`src/hdl/sac_pkg.sv`:
```
// Constants and types shared by the successive-approximation converter control.
//
// Overview of operation
// - One conversion takes nine and a half bit periods.
// - Clock select picks 2, 8, 32 or RC.
// - RC source gives a bit period near 4 us.
// - Selected pin is converted, even when driven.
// - Channel and direction never gate a conversion.
// - Analog-configured pins read zero from the port.
// - Digital-input pins still convert when selected.
// - Clearing start aborts; result keeps old value.
// - Result holds last conversion or last write.
// - After abort, wait two bit periods, then acquire.
// - RC source delays start by one instruction cycle.
// - Completion in sleep with irq enabled wakes core.
// - Completion in sleep, irq disabled, powers down.
// - Sleep with non-RC source aborts and powers down.
// - Reset clears controls, turns off, aborts conversion.
// - Non power-on reset keeps the result register.
// - Code steps at one LSb, reference over 256.
// - Completion sets done flag and clears start bit.
// - Channel select codes map to inputs 0 to 3.
// - Pin config selects analog pins and reference.
// - Start works only while converter is on.
package sac_pkg;

    // Register offsets on the byte-wide register port.
    localparam logic [7:0] SAC_OFS_PORT    = 8'h05;
    localparam logic [7:0] SAC_OFS_INTCTL  = 8'h0B;
    localparam logic [7:0] SAC_OFS_INTCTL2 = 8'h8B;
    localparam logic [7:0] SAC_OFS_FLAGS   = 8'h0C;
    localparam logic [7:0] SAC_OFS_RESULT  = 8'h1E;
    localparam logic [7:0] SAC_OFS_CTRL    = 8'h1F;
    localparam logic [7:0] SAC_OFS_DIR     = 8'h85;
    localparam logic [7:0] SAC_OFS_ENABLES = 8'h8C;
    localparam logic [7:0] SAC_OFS_PINCFG  = 8'h9F;

    // Field positions.
    localparam int SAC_CTL_CLKSEL_LO = 6;
    localparam int SAC_CTL_CHAN_LO   = 3;
    localparam int SAC_CTL_GO        = 2;
    localparam int SAC_CTL_ON        = 0;
    localparam int SAC_DONE_BIT      = 6;
    localparam int SAC_GIE_BIT       = 7;
    localparam int SAC_PERIPH_IRQ_ENABLE_BIT      = 6;

    // Values after reset.
    localparam logic [7:0] SAC_CTRL_RST   = 8'h00;
    localparam logic [2:0] SAC_PINCFG_RST = 3'h0;
    localparam logic [5:0] SAC_DIR_RST    = 6'h3F;
    localparam logic [7:0] SAC_INTCTL_RST = 8'h00;

    // Clock select codes.
    localparam logic [1:0] SAC_CLK_RC = 2'h3;

    // Timing: the oscillator period is the clk period.
    localparam int SAC_CLK_NS      = 10;
    localparam int SAC_RC_BIT_NS   = 4000;
    localparam int SAC_RC_HALF_CYC = (SAC_RC_BIT_NS / 2) / SAC_CLK_NS;
    localparam int SAC_INSTR_CYC   = 4;
    localparam int SAC_CONV_HALVES = 19;
    localparam int SAC_HOLD_HALVES = 4;
    localparam int SAC_FIRST_BIT_H = 2;

    typedef enum logic [2:0] {
        SAC_ACQ   = 3'h0,
        SAC_DELAY = 3'h1,
        SAC_CONV  = 3'h3,
        SAC_HOLD  = 3'h2,
        SAC_OFF   = 3'h6
    } sac_state_type;

endpackage

```
`src/hdl/sac_conv_ctrl.sv`:
```
// Control logic of the 8-bit successive-approximation converter.
//
// Our own choice: strobed register access.
`timescale 1ns/1ps
`default_nettype none

module sac_conv_ctrl
    import sac_pkg::*;
(
    input  wire logic       clk,
    input  wire logic       rst,
    input  wire logic [7:0] addr,
    input  wire logic [7:0] wdata,
    input  wire logic       wr,
    input  wire logic       rd,
    output logic      [7:0] rdata,
    input  wire logic       sleep,
    input  wire logic [5:0] pin_in,
    output logic      [5:0] pin_out,
    output logic      [5:0] pin_oe,
    input  wire logic       cmp_above,
    output logic      [7:0] dac_code,
    output logic      [1:0] channel_select,
    output logic            vref_from_pin,
    output logic            analog_power,
    output logic            sample_hold,
    output logic            conv_irq,
    output logic            wake_pulse
);

    ////////////////////////////////////////////////////////////////////////////
    // State.

    typedef struct packed {
        logic [7:0]    ctl;
        logic [2:0]    pincfg;
        logic [5:0]    dir;
        logic [5:0]    latch;
        logic [7:0]    intctl;
        logic          done_flag;
        logic          done_irq_en;
        logic [7:0]    result;
        logic [7:0]    sar;
        sac_state_type state;
        logic [8:0]    div;
        logic [4:0]    half;
        logic          sleep_off;
        logic [7:0]    rdata;
        logic          wake;
    } sac_regs_type;

    sac_regs_type st_r;
    sac_regs_type st_nxt;

    ////////////////////////////////////////////////////////////////////////////
    // Helpers.

    // Pins read as zero while they are analog; bit order is GP5..GP0.
    function automatic logic [5:0] analog_mask(input logic [2:0] cfg);
        logic [5:0] m;
        m = 6'h00;
        case (cfg)
            3'h0: m = 6'h17;
            3'h1: m = 6'h15;
            3'h2: m = 6'h07;
            3'h3: m = 6'h05;
            3'h4: m = 6'h03;
            3'h5: m = 6'h01;
            3'h6: m = 6'h01;
            default: m = 6'h00;
        endcase
        return m;
    endfunction

    // Half of a bit period in clk cycles, minus one, for a clock select code.
    function automatic logic [8:0] half_reload(input logic [1:0] sel);
        logic [8:0] r;
        r = 9'h000;
        case (sel)
            2'h0: r = 9'h000;
            2'h1: r = 9'h003;
            2'h2: r = 9'h00F;
            default: r = 9'(SAC_RC_HALF_CYC - 1);
        endcase
        return r;
    endfunction

    logic [1:0] clk_sel;
    logic       conv_on;
    logic       go_bit;
    logic       half_tick;
    logic [2:0] bit_idx;
    logic [7:0] trial_mask;
    logic [4:0] bit_step;

    assign clk_sel    = st_r.ctl[SAC_CTL_CLKSEL_LO +: 2];
    assign conv_on    = st_r.ctl[SAC_CTL_ON];
    assign go_bit     = st_r.ctl[SAC_CTL_GO];
    // The divider runs through every timed state; a single-cycle enable, not a clock.
    assign half_tick  = (st_r.div == 9'h000);
    assign bit_step   = 5'(st_r.half - 5'(SAC_FIRST_BIT_H));
    assign bit_idx    = 3'(3'h7 - bit_step[3:1]);
    assign trial_mask = (st_r.state == SAC_CONV && st_r.half >= 5'(SAC_FIRST_BIT_H)
                         && st_r.half < 5'(SAC_CONV_HALVES - 1))
                        ? (8'h01 << bit_idx) : 8'h00;

    ////////////////////////////////////////////////////////////////////////////
    // Next state.

    always_comb begin
        st_nxt       = st_r;
        st_nxt.rdata = 8'h00;
        st_nxt.wake  = 1'b0;

        // Divider: reload on each half tick, otherwise count down.
        if (half_tick) begin
            st_nxt.div = half_reload(clk_sel);
        end else begin
            st_nxt.div = 9'(st_r.div - 9'h001);
        end

        // Register reads; data appear in the following cycle only.
        if (rd) begin
            if (addr == SAC_OFS_PORT) begin
                st_nxt.rdata = {2'h0, pin_in & ~analog_mask(st_r.pincfg)};
            end else if (addr == SAC_OFS_INTCTL || addr == SAC_OFS_INTCTL2) begin
                st_nxt.rdata = st_r.intctl;
            end else if (addr == SAC_OFS_FLAGS) begin
                st_nxt.rdata = 8'(st_r.done_flag) << SAC_DONE_BIT;
            end else if (addr == SAC_OFS_RESULT) begin
                st_nxt.rdata = st_r.result;
            end else if (addr == SAC_OFS_CTRL) begin
                st_nxt.rdata = st_r.ctl;
            end else if (addr == SAC_OFS_DIR) begin
                st_nxt.rdata = {2'h0, st_r.dir};
            end else if (addr == SAC_OFS_ENABLES) begin
                st_nxt.rdata = 8'(st_r.done_irq_en) << SAC_DONE_BIT;
            end else if (addr == SAC_OFS_PINCFG) begin
                st_nxt.rdata = {5'h00, st_r.pincfg};
            end else begin
                st_nxt.rdata = 8'h00;
            end
        end

        // Register writes.
        if (wr) begin
            if (addr == SAC_OFS_PORT) begin
                st_nxt.latch = wdata[5:0];
            end else if (addr == SAC_OFS_INTCTL || addr == SAC_OFS_INTCTL2) begin
                st_nxt.intctl = wdata;
            end else if (addr == SAC_OFS_FLAGS) begin
                st_nxt.done_flag = wdata[SAC_DONE_BIT];
            end else if (addr == SAC_OFS_RESULT) begin
                st_nxt.result = wdata;
            end else if (addr == SAC_OFS_CTRL) begin
                st_nxt.ctl = wdata;
                // The start bit only takes while the converter was already on.
                st_nxt.ctl[SAC_CTL_GO] = wdata[SAC_CTL_GO] & conv_on;
            end else if (addr == SAC_OFS_DIR) begin
                st_nxt.dir = wdata[5:0];
            end else if (addr == SAC_OFS_ENABLES) begin
                st_nxt.done_irq_en = wdata[SAC_DONE_BIT];
            end else if (addr == SAC_OFS_PINCFG) begin
                st_nxt.pincfg = wdata[2:0];
            end
        end

        // Power-down by sleep lasts until the core leaves sleep.
        if (!sleep) begin
            st_nxt.sleep_off = 1'b0;
        end

        // Sequencer.
        case (st_r.state)
            SAC_OFF: begin
                if (st_nxt.ctl[SAC_CTL_ON]) begin
                    st_nxt.state = SAC_ACQ;
                end
            end
            SAC_ACQ: begin
                // Channel and pin direction do not gate the start.
                if (go_bit) begin
                    st_nxt.sar  = 8'h00;
                    st_nxt.half = 5'h00;
                    if (clk_sel == SAC_CLK_RC) begin
                        st_nxt.div   = 9'(SAC_INSTR_CYC - 1);
                        st_nxt.state = SAC_DELAY;
                    end else begin
                        st_nxt.div   = half_reload(clk_sel);
                        st_nxt.state = SAC_CONV;
                    end
                end
            end
            SAC_DELAY: begin
                if (half_tick) begin
                    st_nxt.state = SAC_CONV;
                end
            end
            SAC_CONV: begin
                if (half_tick) begin
                    st_nxt.half = 5'(st_r.half + 5'h01);
                    // A bit is settled at the end of its whole bit period.
                    if (trial_mask != 8'h00 && st_r.half[0]) begin
                        st_nxt.sar = cmp_above ? (st_r.sar | trial_mask)
                                               : (st_r.sar & ~trial_mask);
                    end
                    if (st_r.half == 5'(SAC_CONV_HALVES - 1)) begin
                        st_nxt.result           = st_r.sar;
                        st_nxt.ctl[SAC_CTL_GO]  = 1'b0;
                        st_nxt.done_flag        = 1'b1;
                        st_nxt.half             = 5'h00;
                        st_nxt.state            = SAC_HOLD;
                        if (sleep && st_r.done_irq_en) begin
                            st_nxt.wake = 1'b1;
                        end else if (sleep) begin
                            st_nxt.sleep_off = 1'b1;
                        end
                    end
                end
            end
            SAC_HOLD: begin
                if (half_tick) begin
                    st_nxt.half = 5'(st_r.half + 5'h01);
                    if (st_r.half == 5'(SAC_HOLD_HALVES - 1)) begin
                        st_nxt.state = SAC_ACQ;
                    end
                end
            end
            default: begin
                st_nxt.state = SAC_OFF;
            end
        endcase

        // Clearing the start bit mid-conversion abandons it; result untouched.
        if ((st_r.state == SAC_CONV || st_r.state == SAC_DELAY)
            && !st_nxt.ctl[SAC_CTL_GO] && st_nxt.state != SAC_HOLD) begin
            st_nxt.result = st_nxt.result;
            // Restart the divider so the hold is two whole bit periods from the abort.
            st_nxt.div    = half_reload(clk_sel);
            st_nxt.half   = 5'h00;
            st_nxt.state  = SAC_HOLD;
        end

        // Sleep on an oscillator clock stops the oscillator: power down even when
        // idle, and abort a running conversion.
        if (sleep && clk_sel != SAC_CLK_RC) begin
            st_nxt.sleep_off = 1'b1;
            if (st_r.state == SAC_CONV || st_r.state == SAC_DELAY) begin
                st_nxt.ctl[SAC_CTL_GO] = 1'b0;
                st_nxt.div             = half_reload(clk_sel);
                st_nxt.half            = 5'h00;
                st_nxt.state           = SAC_HOLD;
            end
        end

        // Hardware setting the done flag wins over a clearing write.
        if (st_r.state == SAC_CONV && st_nxt.state == SAC_HOLD && st_nxt.wake) begin
            st_nxt.done_flag = 1'b1;
        end
        if (st_r.state == SAC_CONV && half_tick
            && st_r.half == 5'(SAC_CONV_HALVES - 1)) begin
            st_nxt.done_flag = 1'b1;
        end

        // Switching off shuts the module down and drops any conversion.
        if (!st_nxt.ctl[SAC_CTL_ON]) begin
            st_nxt.ctl[SAC_CTL_GO] = 1'b0;
            st_nxt.state           = SAC_OFF;
        end
    end

    ////////////////////////////////////////////////////////////////////////////
    // Registers. The result is not touched by reset, so it is unknown only
    // after power-up.

    always_ff @(posedge clk) begin
        if (rst) begin
            st_r             <= '0;
            st_r.ctl         <= SAC_CTRL_RST;
            st_r.pincfg      <= SAC_PINCFG_RST;
            st_r.dir         <= SAC_DIR_RST;
            st_r.intctl      <= SAC_INTCTL_RST;
            st_r.state       <= SAC_OFF;
            st_r.result      <= st_r.result;
        end else begin
            st_r <= st_nxt;
        end
    end

    ////////////////////////////////////////////////////////////////////////////
    // Outputs.

    assign rdata          = st_r.rdata;
    assign pin_out        = st_r.latch;
    assign pin_oe         = ~st_r.dir;
    assign dac_code       = st_r.sar | trial_mask;
    assign channel_select = st_r.ctl[SAC_CTL_CHAN_LO +: 2];
    // Reference comes from pin 1 on the odd codes below all-digital.
    assign vref_from_pin  = st_r.pincfg[0] && (st_r.pincfg != 3'h7);
    // Converter-on bit may read set while sleep holds the analog part off.
    assign analog_power   = conv_on && !st_r.sleep_off;
    assign sample_hold    = (st_r.state == SAC_ACQ) && analog_power;
    assign conv_irq       = st_r.done_flag && st_r.done_irq_en
                            && st_r.intctl[SAC_PERIPH_IRQ_ENABLE_BIT] && st_r.intctl[SAC_GIE_BIT];
    assign wake_pulse     = st_r.wake;

endmodule

`default_nettype wire

```
`config.mk`:
```
export PLATFORM = sky130hd
export DESIGN_NAME = sac_conv_ctrl
export DESIGN_NICKNAME = d
export VERILOG_FILES = /design/src/hdl/sac_pkg.sv /design/src/hdl/sac_conv_ctrl.sv
export SDC_FILE = /design/constraint.sdc
export NUM_CORES = 1
export LEC_CHECK = 0
export BUFFER_PORTS_ARGS = -buffer_cell sky130_fd_sc_hd__buf_2
export CORE_ASPECT_RATIO = 0.75
export CORE_MARGIN = 2
export CORE_UTILIZATION = 25
export DETAILED_ROUTE_END_ITERATION = 10
export GPL_ROUTABILITY_DRIVEN = 0
export PLACE_DENSITY = 0.4
export SLEW_MARGIN = 40
export SYNTH_ARGS = -nofsm -noshare
export SYNTH_HDL_FRONTEND = slang
export SYNTH_SLANG_ARGS = --single-unit
```
`constraint.sdc`:
```
create_clock -name clk -period 2.55 [get_ports clk]
set_clock_uncertainty 0.15 [all_clocks]
set_input_delay 0.1275 -clock clk [delete_from_list [all_inputs] [get_ports clk]]
set_output_delay 0.1275 -clock clk [all_outputs]
set_load 0.01 [all_outputs]
```
# ---- After elaboration in Yosys (flattened, before gate mapping)
# Index checks and enable logic that the tools add are counted.
dict set report op_classes {
  shifts 1
  n_eq_ne 31
  n_reduce_logical 38
  mux 76
  addsub 4
  bitwise_logic 16
  magnitude_cmp 2
}
# cell count
set ops {}
lappend ops {{$mux 8} 11}
lappend ops {{$mux 12} 4}
lappend ops {{$mux 6} 7}
lappend ops {{$mux 18} 2}
lappend ops {{$mux 36} 1}
lappend ops {{$mux 9} 4}
lappend ops {{$mux 17} 2}
lappend ops {{$eq 8x8->1 const B} 4}
lappend ops {{$mux 3} 10}
lappend ops {{$pmux 5 s6} 1}
lappend ops {{$mux 25} 1}
lappend ops {{$pmux 8 s3} 1}
lappend ops {{$mux 1} 23}
lappend ops {{$mux 19} 1}
lappend ops {{$logic_and 1x1->1} 17}
lappend ops {{$eq 8x4->1 const B} 2}
lappend ops {{$eq 8x5->1 const B} 2}
lappend ops {{$pmux 8 s2} 1}
lappend ops {{$eq 3x2->1 const B} 5}
lappend ops {{$pmux 3 s5} 1}
lappend ops {{$pmux 5 s3} 1}
lappend ops {{$mux 7} 2}
lappend ops {{$eq 3x3->1 const B} 4}
lappend ops {{$not 6->6} 2}
lappend ops {{other kinds (41)} 59}
dict set report word_totals {
  regBits 76
  output_inout_bits 35
  input_bits 28
}

# ---- Longest topological paths before layout
# Gate-level depths: netlist (run 1).
dict set report logic_depth {
  depth_word 24
  depth_mapped 10
  depth_no_buf 8
}

# ---- Least setup slack after synthesis (run 1)
# No wires, ideal clock.
dict set report synth_path {
  path_kind {reg-to-reg}
  from {register st_r[15] (netlist bit)}
  to {register st_r[17] (netlist bit)}
  t_arrival_ns 1.929
  path_buffers 1
  path_slack_ns 0.353
  path_stages_with_launch 10
  setup_time_ns 0.119
  t_required_ns 2.281
  cell_sequence {dfxtp_1 inv_1 ha_1 or4b_1 nor2_4 and3_1 buf_4 a2bb2oi_2 nor3b_1 o221a_1}
}
dict set report synth_between {
  elab_chain_cells 9
}
# item line
set synth_rtl {}
lappend synth_rtl {{start, declared} sac_conv_ctrl.sv:52} ;# sac_regs_type st_r;
lappend synth_rtl {{start signal, assigned} sac_conv_ctrl.sv:286} ;# st_r <= st_nxt;
lappend synth_rtl {{parallel branches: the longest is 6 deep, another holds $sub 9x1->9} n/a}
lappend synth_rtl {{$mux 17 (*)} sac_conv_ctrl.sv:235} ;# if ((st_r.state == SAC_CONV || st_r.state == SAC_DELAY)
lappend synth_rtl {{$mux 17} sac_conv_ctrl.sv:248} ;# if (st_r.state == SAC_CONV || st_r.state == SAC_DELAY) begin
lappend synth_rtl {{$mux 18 (*)} sac_conv_ctrl.sv:246} ;# if (sleep && clk_sel != SAC_CLK_RC) begin
# Mark *: on every way between the ends. The select of a mux whose other input is x is not followed.
# A chain may end at the register's enable or synchronous reset.

# ---- Worst setup path in the final report (run 1)
dict set report layout_path {
  from {register st_r[15] (netlist bit)}
  to {register st_r[14] (netlist bit)}
}
dict set report layout_between {
  elab_chain_cells 9
}
# item line
set layout_rtl {}
lappend layout_rtl {{$logic_not 9->1 (*)} sac_conv_ctrl.sv:100} ;# assign half_tick = (st_r.div == 9'h000);
lappend layout_rtl {{parallel branches: the longest is 5 deep, another holds $pmux 3 s5} n/a}
lappend layout_rtl {{$mux 17 (*)} sac_conv_ctrl.sv:235}
lappend layout_rtl {{$mux 17} sac_conv_ctrl.sv:248}
lappend layout_rtl {{$mux 18 (*)} sac_conv_ctrl.sv:246}
# Marked as above.

==> results of run 1 <==
layout by cell type, fill, tap and decap left out, types with 4 or more instances in the layout:
cell type,Yosys,layout
sky130_fd_sc_hd__dfxtp_1,68,67
sky130_fd_sc_hd__and3_1,5,5
sky130_fd_sc_hd__buf_4,17,22
sky130_fd_sc_hd__nand2_1,61,61
sky130_fd_sc_hd__and4_1,4,4
sky130_fd_sc_hd__clkbuf_16,0,9
sky130_fd_sc_hd__o21ai_0,25,25
sky130_fd_sc_hd__mux2i_1,19,19
sky130_fd_sc_hd__nor4b_1,5,5
sky130_fd_sc_hd__nand3_1,41,41
sky130_fd_sc_hd__nor4_1,4,4
sky130_fd_sc_hd__nand3b_1,4,4
sky130_fd_sc_hd__nand2b_1,6,6
sky130_fd_sc_hd__buf_2,5,62
sky130_fd_sc_hd__inv_1,13,13
sky130_fd_sc_hd__and2_1,4,4
sky130_fd_sc_hd__ha_1,4,4
sky130_fd_sc_hd__a221oi_1,5,5
sky130_fd_sc_hd__edfxtp_1,8,8
sky130_fd_sc_hd__nor3_1,8,8
sky130_fd_sc_hd__a21oi_1,44,44
sky130_fd_sc_hd__or2_2,6,6
sky130_fd_sc_hd__nor2_1,44,44
sky130_fd_sc_hd__dlygate4sd3_1,0,10
sky130_fd_sc_hd__nor2b_1,5,5
per-layer routing:
layer	up-vias	routed length [um]	share of wire (%)
met1	1924	7026	52
met3	12	604	4.5
li1	1917	-	-
met5	-	0	0
met2	94	5603	42
met4	0	178	1.3
synth_stat cells (6+ instances only):
library cell,count
sky130_fd_sc_hd__dfxtp_1,68
sky130_fd_sc_hd__nand2_1,61
sky130_fd_sc_hd__a21oi_1,44
sky130_fd_sc_hd__nor2_1,44
sky130_fd_sc_hd__nand3_1,41
sky130_fd_sc_hd__o21ai_0,25
sky130_fd_sc_hd__clkbuf_1,20
sky130_fd_sc_hd__mux2i_1,19
sky130_fd_sc_hd__buf_4,17
sky130_fd_sc_hd__inv_1,13
sky130_fd_sc_hd__edfxtp_1,8
sky130_fd_sc_hd__nor3_1,8
sky130_fd_sc_hd__nand2b_1,6
sky130_fd_sc_hd__or2_2,6
what timing repair did:
item / 4_1_cts / 5_1_grt
hold buffers: 10 / 0
setup buffers: 0 / 1
hold endpoints to repair: 33 / 0
gates resized for setup: 0 / 1
endpoints found under the setup margin: 0 / 9
power by group through the flow:
stage	Sequential (mW)	Combinational, mW	Clock [mW]
2_1_floorplan	1.37	0.613	0
3_3_place_gp	1.39	0.816	0
3_5_place_dp	1.39	0.811	0
4_1_cts	1.36	0.833	1.40
5_1_grt	1.38	0.978	1.45
6_report	1.36	0.889	1.36
layout make-up:
type                       instances  area [um^2]  share of cell area [%]
clock buffer                      10        229.0                   4.532
timing repair buffer              95        595.6                   11.79
inverter                          14        52.55                   1.040
multi-input combinational        368         2231                   44.16
sequential                        76         1603                   31.72
clock inverter                     6        78.83                   1.560
tap                              210        262.8                   5.201
final timing paths:
| check | from | endpoint |
|---|---|---|
| worst min register to register | pin_out[3] | pin_out[3] |
| worst min-delay path | rst | st_r[31] |
| worst max-delay path | st_r[15] | st_r[14] |
| worst max register to register | st_r[15] | st_r[14] |
registers in the layout, summed over array words and instances, names as in the netlist:
register,cells
st_r,55
wake_pulse,1
rdata,8
channel_select,2
clk_sel,2
pin_out,6
go_bit,1
conv_on,1
cell families after synthesis:
group / share of synthesized area, %
simple gates: 29.26
compound gates: 17.66
flops: 38.76
buf+inv: 7.238
mux: 4.603
xor+xnor: 1.272
fa+ha+maj: 1.211
per-stage QoR:
step	utilization, %	power [mW]	std cells	hold slack (ps)
2_1_floorplan	-	1.981	503	121.4
3_3_place_gp	28.69	2.203	752	266.3
3_5_place_dp	28.69	2.199	752	273.3
4_1_cts	31.22	3.595	778	6.160
5_1_grt	31.35	3.805	779	30.90
6_report	31.35	3.616	779	15.61
==> flow_results.xml, run 1 <==
<?xml version="1.0" encoding="UTF-8"?>
<metrics>
  <group name="outcome">
    <metric name="run_status" unit="">finished, final reports clean</metric>
  </group>
  <group name="pwr">
    <metric name="power.density" unit="nW/um^2">715.7</metric>
    <metric name="comb_power_share" unit="%">24.6</metric>
    <metric name="leakagePower" unit="nW">2.009</metric>
    <metric name="p_clk_share" unit="%">37.7</metric>
    <metric name="p_sw" unit="mW">1.075</metric>
    <metric name="power_frac_seq" unit="%">37.7</metric>
    <metric name="switching_share" unit="%">29.72</metric>
    <metric name="p_int" unit="mW">2.541</metric>
    <metric name="vdd_drop_max" unit="mV">0.2925</metric>
  </group>
  <group name="grt">
    <metric name="first_pass_grt_wire_length" unit="mm">21.02</metric>
    <metric name="overflow" unit="">0</metric>
    <metric name="grt_max_degree" unit="">31</metric>
    <metric name="grt.met3_usage" unit="%">3.581</metric>
    <metric name="antenna_found_initial" unit="">0</metric>
    <metric name="grtUsageTotal" unit="%">15.36</metric>
    <metric name="first_global_vias" unit="">3739</metric>
    <metric name="globalRouteMet2Util" unit="%">22.58</metric>
    <metric name="global_route.peak_usage_layer" unit="">met2</metric>
    <metric name="use_met1" unit="%">22.31</metric>
  </group>
  <group name="clock_tree">
    <metric name="cts_buf_count" unit="">9</metric>
    <metric name="h_tree_depth" unit="">3</metric>
    <metric name="worst_skew_pair.late_latency" unit="ps">340</metric>
    <metric name="clock_sink_count" unit="">76</metric>
    <metric name="ctsLongestPathBuffers" unit="">2</metric>
    <metric name="tritoncts" unit="">built</metric>
    <metric name="cts-root-buf" unit="">sky130_fd_sc_hd__clkbuf_16</metric>
    <metric name="cts.reportedPaths.clkPinSlew" unit="ps">60</metric>
  </group>
  <group name="yosys">
    <metric name="synth_top_cell_area_share" unit="%">32.95</metric>
    <metric name="async_flop_share" unit="%">0</metric>
    <metric name="synthesis.nets" unit="">535</metric>
    <metric name="synthesis.area" unit="um^2">4131</metric>
    <metric name="postSynthAreaPerCell" unit="um^2">8.214</metric>
    <metric name="postSynthRegisterBits" unit="">76</metric>
    <metric name="count_of_synthesis_stage_warnings_from_yosys" unit="">0</metric>
    <metric name="post_synth_inst_count" unit="">503</metric>
    <metric name="post_synth_num_cell_types" unit="">73</metric>
    <metric name="synth_enable_flop_cells" unit="">8</metric>
    <metric name="synthTopCellsByArea" unit="">sky130_fd_sc_hd__dfxtp_1 33%, sky130_fd_sc_hd__edfxtp_1 5.8%, sky130_fd_sc_hd__nand2_1 5.5%</metric>
    <metric name="yosysSeqAreaShare" unit="%">38.76</metric>
    <metric name="synth_top_area_cell" unit="">sky130_fd_sc_hd__dfxtp_1</metric>
    <metric name="ys.flop_type" unit="">sky130_fd_sc_hd__dfxtp_1</metric>
  </group>
  <group name="detailed_routing">
    <metric name="route.vias.total" unit="">3947</metric>
    <metric name="number_of_remaining_drc_errors" unit="">0</metric>
    <metric name="detail_routed_via_count_per_cell" unit="">5.067</metric>
    <metric name="drtIter0Drc" unit="">346</metric>
    <metric name="post_drt_wl_per_cell" unit="um">17.22</metric>
    <metric name="drt-pass1-iter-count" unit="">5</metric>
    <metric name="antenna_left" unit="">0</metric>
    <metric name="drt_wl_total" unit="mm">13.41</metric>
  </group>
  <group name="die">
    <metric name="dieHeight" unit="um">115.3</metric>
    <metric name="rows" unit="">40</metric>
    <metric name="die_w" unit="um">152.4</metric>
    <metric name="die_outline_area" unit="um^2">17580</metric>
    <metric name="io_pins" unit="">63</metric>
    <metric name="design.core.area" unit="um^2">16120</metric>
    <metric name="initial_utilization" unit="%">25.64</metric>
  </group>
  <group name="critical_path">
    <metric name="path_buf_inv" unit="">2</metric>
    <metric name="critPathSlowestCell" unit="">sky130_fd_sc_hd__or4b_1</metric>
    <metric name="timing.critical_path.arrival" unit="ps">2510</metric>
    <metric name="critical-path-top-delay-family" unit="">simple AND/OR/NAND/NOR gates</metric>
    <metric name="rrSetupSlack" unit="ps">170</metric>
    <metric name="critical_path.startpoint_type" unit="">flip-flop</metric>
    <metric name="r2r.worst_path.cells" unit="">8</metric>
    <metric name="critical_path.endpoint_type" unit="">flip-flop</metric>
    <metric name="crit_path_max_fanout" unit="">10</metric>
    <metric name="crit_type" unit="">reg -&gt; reg</metric>
    <metric name="timing.critical_path.depth" unit="">8</metric>
    <metric name="list_of_cells_traversed_by_the_critical_path" unit="">inv_1 &gt; ha_1 &gt; or4b_1 &gt; nor2_4 &gt; buf_12 &gt; nand2_1 &gt; or4_4 &gt; a21oi_2</metric>
    <metric name="critical_path_required" unit="ps">2680</metric>
    <metric name="cpPeakStageDelay" unit="ps">530</metric>
  </group>
  <group name="hold_path">
    <metric name="worstHoldPathCells" unit="">2</metric>
    <metric name="timing.hold.worst.class" unit="">in -&gt; reg</metric>
  </group>
  <group name="timing">
    <metric name="tightest_slew" unit="ps">537.6</metric>
    <metric name="timing.final.ws_setup" unit="ps">168.4</metric>
    <metric name="final_slew_viol_count" unit="">0</metric>
    <metric name="final.setup.tns" unit="ps">0</metric>
    <metric name="final_period_minus_worst_setup_slack" unit="ps">2382</metric>
    <metric name="relSlewSlack" unit="%">64.16</metric>
    <metric name="unrepaired_setup_endpoints_after_global_routing" unit="">false</metric>
    <metric name="setup_viol" unit="">0</metric>
    <metric name="fin_crit_sh" unit="%">93.40</metric>
    <metric name="fmax" unit="MHz">419.9</metric>
    <metric name="report.final.hold_viol_count" unit="">0</metric>
  </group>
  <group name="job">
    <metric name="max_cap_viol_count" unit="">0</metric>
  </group>
  <group name="finish">
    <metric name="filler_cells" unit="">1746</metric>
    <metric name="layout-area-overhead-vs-synth" unit="%">22.29</metric>
    <metric name="number_of_nets_in_the_layout" unit="">596</metric>
    <metric name="drive_gt1_share" unit="%">22.14</metric>
    <metric name="n_antenna_cell" unit="">0</metric>
    <metric name="final_area" unit="um^2">5052</metric>
  </group>
  <group name="placement">
    <metric name="post-dp-hpwl" unit="mm">9.991</metric>
    <metric name="portBuffers" unit="">62</metric>
    <metric name="placed_area" unit="um^2">4623</metric>
    <metric name="place_worst_setup_slack" unit="ps">100.1</metric>
  </group>
</metrics>
No activity file was read; power rests on OpenSTA's default activity.
==> run 2, diff against run 1 <==
--- a/config.mk
+++ b/config.mk
@@ -13,3 +13,3 @@
 export GPL_ROUTABILITY_DRIVEN = 0
-export PLACE_DENSITY = 0.4
+export PLACE_DENSITY = 0.49
 export SLEW_MARGIN = 40
--- a/constraint.sdc
+++ b/constraint.sdc
@@ -4,2 +4,2 @@
 set_output_delay 0.1275 -clock clk [all_outputs]
-set_load 0.01 [all_outputs]
+set_load 0.005 [all_outputs]
==> run 2 against run 1 <==
  * Global-route usage decreased by 1.3 points
  * Setup slack worse by 18 ps
  * Flip-flop and latch count unchanged
  * Critical path depth unchanged
  * Cell count fell by 0.13%
  * Non-clock buffer count is 2 lower
  * Sequential power hardly changed
  * Via count is 0.28% higher
  * Clock power up 11%
  * Largest cell class unchanged
  * Highest routed layer unchanged
==> flow_results.xml, run 2 (synthesis results as in run 1) <==
<?xml version="1.0" encoding="UTF-8"?>
<metrics>
  <group name="timing">
    <metric name="final_slew_viol_count" unit="">0</metric>
    <metric name="final_period_minus_worst_setup_slack" unit="ps">2399</metric>
    <metric name="report.final.hold_viol_count" unit="">0</metric>
    <metric name="final.setup.tns" unit="ps">0</metric>
    <metric name="unrepaired_setup_endpoints_after_global_routing" unit="">false</metric>
    <metric name="relSlewSlack" unit="%">54.83</metric>
    <metric name="final.hold.worst_slack" unit="ps">20.04</metric>
    <metric name="tightest_slew" unit="ps">660.4</metric>
    <metric name="fin_crit_sh" unit="%">94.09</metric>
    <metric name="setup_viol" unit="">0</metric>
    <metric name="fmax" unit="MHz">416.8</metric>
  </group>
  <group name="critical_path">
    <metric name="crit_path_end" unit="">st_r[10]</metric>
    <metric name="crit_path_max_fanout" unit="">5</metric>
    <metric name="cpPeakStageDelay" unit="ps">570</metric>
    <metric name="list_of_cells_traversed_by_the_critical_path" unit="">inv_1 &gt; ha_1 &gt; or4b_1 &gt; nor2_4 &gt; a31o_2 &gt; a2bb2oi_2 &gt; or3_4 &gt; a211oi_2</metric>
    <metric name="timing.critical_path.depth" unit="">8</metric>
    <metric name="crit_type" unit="">reg -&gt; reg</metric>
    <metric name="critical_path.startpoint_type" unit="">flip-flop</metric>
    <metric name="rrSetupSlack" unit="ps">150</metric>
    <metric name="critPathSlowestCell" unit="">sky130_fd_sc_hd__or4b_1</metric>
    <metric name="critical_r2r_launch" unit="">st_r[15]</metric>
    <metric name="rr_endpoint" unit="">st_r[10]</metric>
    <metric name="path_buf_inv" unit="">1</metric>
    <metric name="timing.critical_path.arrival" unit="ps">2520</metric>
    <metric name="critical_path.endpoint_type" unit="">flip-flop</metric>
    <metric name="critPathLaunch" unit="">st_r[15]</metric>
    <metric name="critical_path_required" unit="ps">2670</metric>
    <metric name="critical-path-top-delay-family" unit="">simple AND/OR/NAND/NOR gates</metric>
    <metric name="r2r.worst_path.cells" unit="">8</metric>
  </group>
  <group name="finish">
    <metric name="filler_cells" unit="">1731</metric>
    <metric name="number_of_nets_in_the_layout" unit="">595</metric>
    <metric name="layout-area-overhead-vs-synth" unit="%">23.11</metric>
    <metric name="seq_area" unit="um^2">1603</metric>
    <metric name="drive_gt1_share" unit="%">22.36</metric>
    <metric name="largest_reg_flops" unit="">55</metric>
    <metric name="n_antenna_cell" unit="">0</metric>
    <metric name="most-common-layout-cells" unit="">67 x sky130_fd_sc_hd__dfxtp_1, 62 x sky130_fd_sc_hd__buf_2, 61 x sky130_fd_sc_hd__nand2_1, 44 x sky130_fd_sc_hd__a21oi_1, 44 x sky130_fd_sc_hd__nor2_1</metric>
    <metric name="mostFrequentLayoutCell" unit="">sky130_fd_sc_hd__dfxtp_1</metric>
    <metric name="max_flop_register" unit="">st_r</metric>
    <metric name="multi_input_comb_area" unit="um^2">2243</metric>
  </group>
  <group name="placement">
    <metric name="post-dp-hpwl" unit="mm">9.330</metric>
    <metric name="portBuffers" unit="">62</metric>
  </group>
  <group name="pwr">
    <metric name="p_sw" unit="mW">1.111</metric>
    <metric name="comb_power_share" unit="%">23.8</metric>
    <metric name="vdd_drop_max" unit="mV">0.2795</metric>
    <metric name="p_clk_share" unit="%">40.0</metric>
    <metric name="power.density" unit="nW/um^2">741.2</metric>
    <metric name="power_frac_seq" unit="%">36.2</metric>
    <metric name="switching_share" unit="%">29.47</metric>
    <metric name="leakagePower" unit="nW">2.019</metric>
    <metric name="p_int" unit="mW">2.659</metric>
  </group>
  <group name="grt">
    <metric name="first_global_vias" unit="">3601</metric>
    <metric name="grt_max_degree" unit="">39</metric>
    <metric name="grtUsageTotal" unit="%">14.07</metric>
    <metric name="first_pass_grt_wire_length" unit="mm">19.76</metric>
    <metric name="overflow" unit="">0</metric>
    <metric name="antenna_found_initial" unit="">0</metric>
  </group>
  <group name="detailed_routing">
    <metric name="drt-pass1-iter-count" unit="">7</metric>
    <metric name="antenna_left" unit="">0</metric>
    <metric name="drtIter0Drc" unit="">390</metric>
    <metric name="route.vias.total" unit="">3958</metric>
    <metric name="detail_routed_via_count_per_cell" unit="">5.087</metric>
    <metric name="drt_wl_total" unit="mm">12.59</metric>
    <metric name="number_of_remaining_drc_errors" unit="">0</metric>
    <metric name="post_drt_wl_per_cell" unit="um">16.19</metric>
  </group>
  <group name="die">
    <metric name="die_outline_area" unit="um^2">17580</metric>
    <metric name="dieHeight" unit="um">115.3</metric>
    <metric name="io_pins" unit="">63</metric>
    <metric name="rows" unit="">40</metric>
    <metric name="die_w" unit="um">152.4</metric>
    <metric name="design.core.area" unit="um^2">16120</metric>
    <metric name="initial_utilization" unit="%">25.64</metric>
  </group>
  <group name="clock_tree">
    <metric name="worst_skew_pair.late_latency" unit="ps">340</metric>
    <metric name="cts-root-buf" unit="">sky130_fd_sc_hd__clkbuf_16</metric>
    <metric name="tritoncts" unit="">built</metric>
    <metric name="h_tree_depth" unit="">3</metric>
    <metric name="cts_buf_count" unit="">9</metric>
    <metric name="cts.reportedPaths.clkPinSlew" unit="ps">60</metric>
    <metric name="clock_sink_count" unit="">76</metric>
    <metric name="ctsLongestPathBuffers" unit="">2</metric>
  </group>
  <group name="hold_path">
    <metric name="worstHoldPathCells" unit="">3</metric>
    <metric name="timing.hold.worst.class" unit="">in -&gt; reg</metric>
  </group>
  <group name="outcome">
    <metric name="run_status" unit="">finished, final reports clean</metric>
  </group>
  <group name="job">
    <metric name="max_cap_viol_count" unit="">0</metric>
  </group>
</metrics>
-- run 2: worst min-delay path by stage --
stage | end | startpoint
finish | st_r[61] | wdata[2]
floorplan | pin_out[2] | wdata[2]
global route | st_r[61] | wdata[2]
global placement | st_r[52] | wdata[7]
detailed placement | st_r[52] | wdata[7]
CTS | st_r[61] | wdata[2]
-- run 2: metrics by stage --
| stage | std cells | util, % | power, mW | setup slack [ps] | cell area (um^2) |
|---|---|---|---|---|---|
| 3_5_place_dp | 750 | 28.59 | 2.214 | 169.9 | 4608 |
| 3_3_place_gp | 750 | 28.59 | 2.201 | 209.4 | 4608 |
| 5_1_grt | 778 | 31.56 | 3.966 | 10.80 | 5086 |
| 6_report | 778 | 31.56 | 3.770 | 150.8 | 5086 |
| 2_1_floorplan | 503 | - | 1.981 | 352.8 | 4131 |
| 4_1_cts | 776 | 31.43 | 3.742 | 137.0 | 5065 |
-- run 2: metal layers --
layer | wire (um) | track usage, % | vias to the layer above
met5 | 0 | 0 | -
met1 | 6675 | 22.31 | 1873
met3 | 846 | 3.204 | 16
met4 | 165 | 3.827 | 0
li1 | - | - | 1930
met2 | 4905 | 18.56 | 139
-- run 2: area by class of cell --
class | count | area share (%)
multi-input cells | 369 | 44.11
flip-flops and latches | 76 | 31.51
repair buffers | 93 | 11.17
clock buffers | 12 | 5.486
well taps | 210 | 5.166
clock inverters | 4 | 1.525
inverters | 14 | 1.033
-- run 2: power groups by stage --
stage	sequential [mW]	clock, mW	combinational (mW)
2_1_floorplan	1.37	0	0.612
3_3_place_gp	1.39	0	0.815
3_5_place_dp	1.39	0	0.826
4_1_cts	1.36	1.53	0.846
5_1_grt	1.38	1.59	1.00
6_report	1.37	1.51	0.897
-- run 2: worst register-to-register path: stages, from the launching register on --
cell and delay, ps:
sky130_fd_sc_hd__dfxtp_1 320, sky130_fd_sc_hd__inv_1 90, sky130_fd_sc_hd__ha_1 170, sky130_fd_sc_hd__or4b_1 570, sky130_fd_sc_hd__nor2_4 210, sky130_fd_sc_hd__a31o_2 210
sky130_fd_sc_hd__a2bb2oi_2 80, sky130_fd_sc_hd__or3_4 380, sky130_fd_sc_hd__a211oi_2 150
-- run 2: repair_timing --
action,4_1_cts,5_1_grt
hold buffers,10,0
resized for setup,0,1
setup buffers,0,1
endpoints found under the setup margin,0,2
hold endpoints to repair,33,0
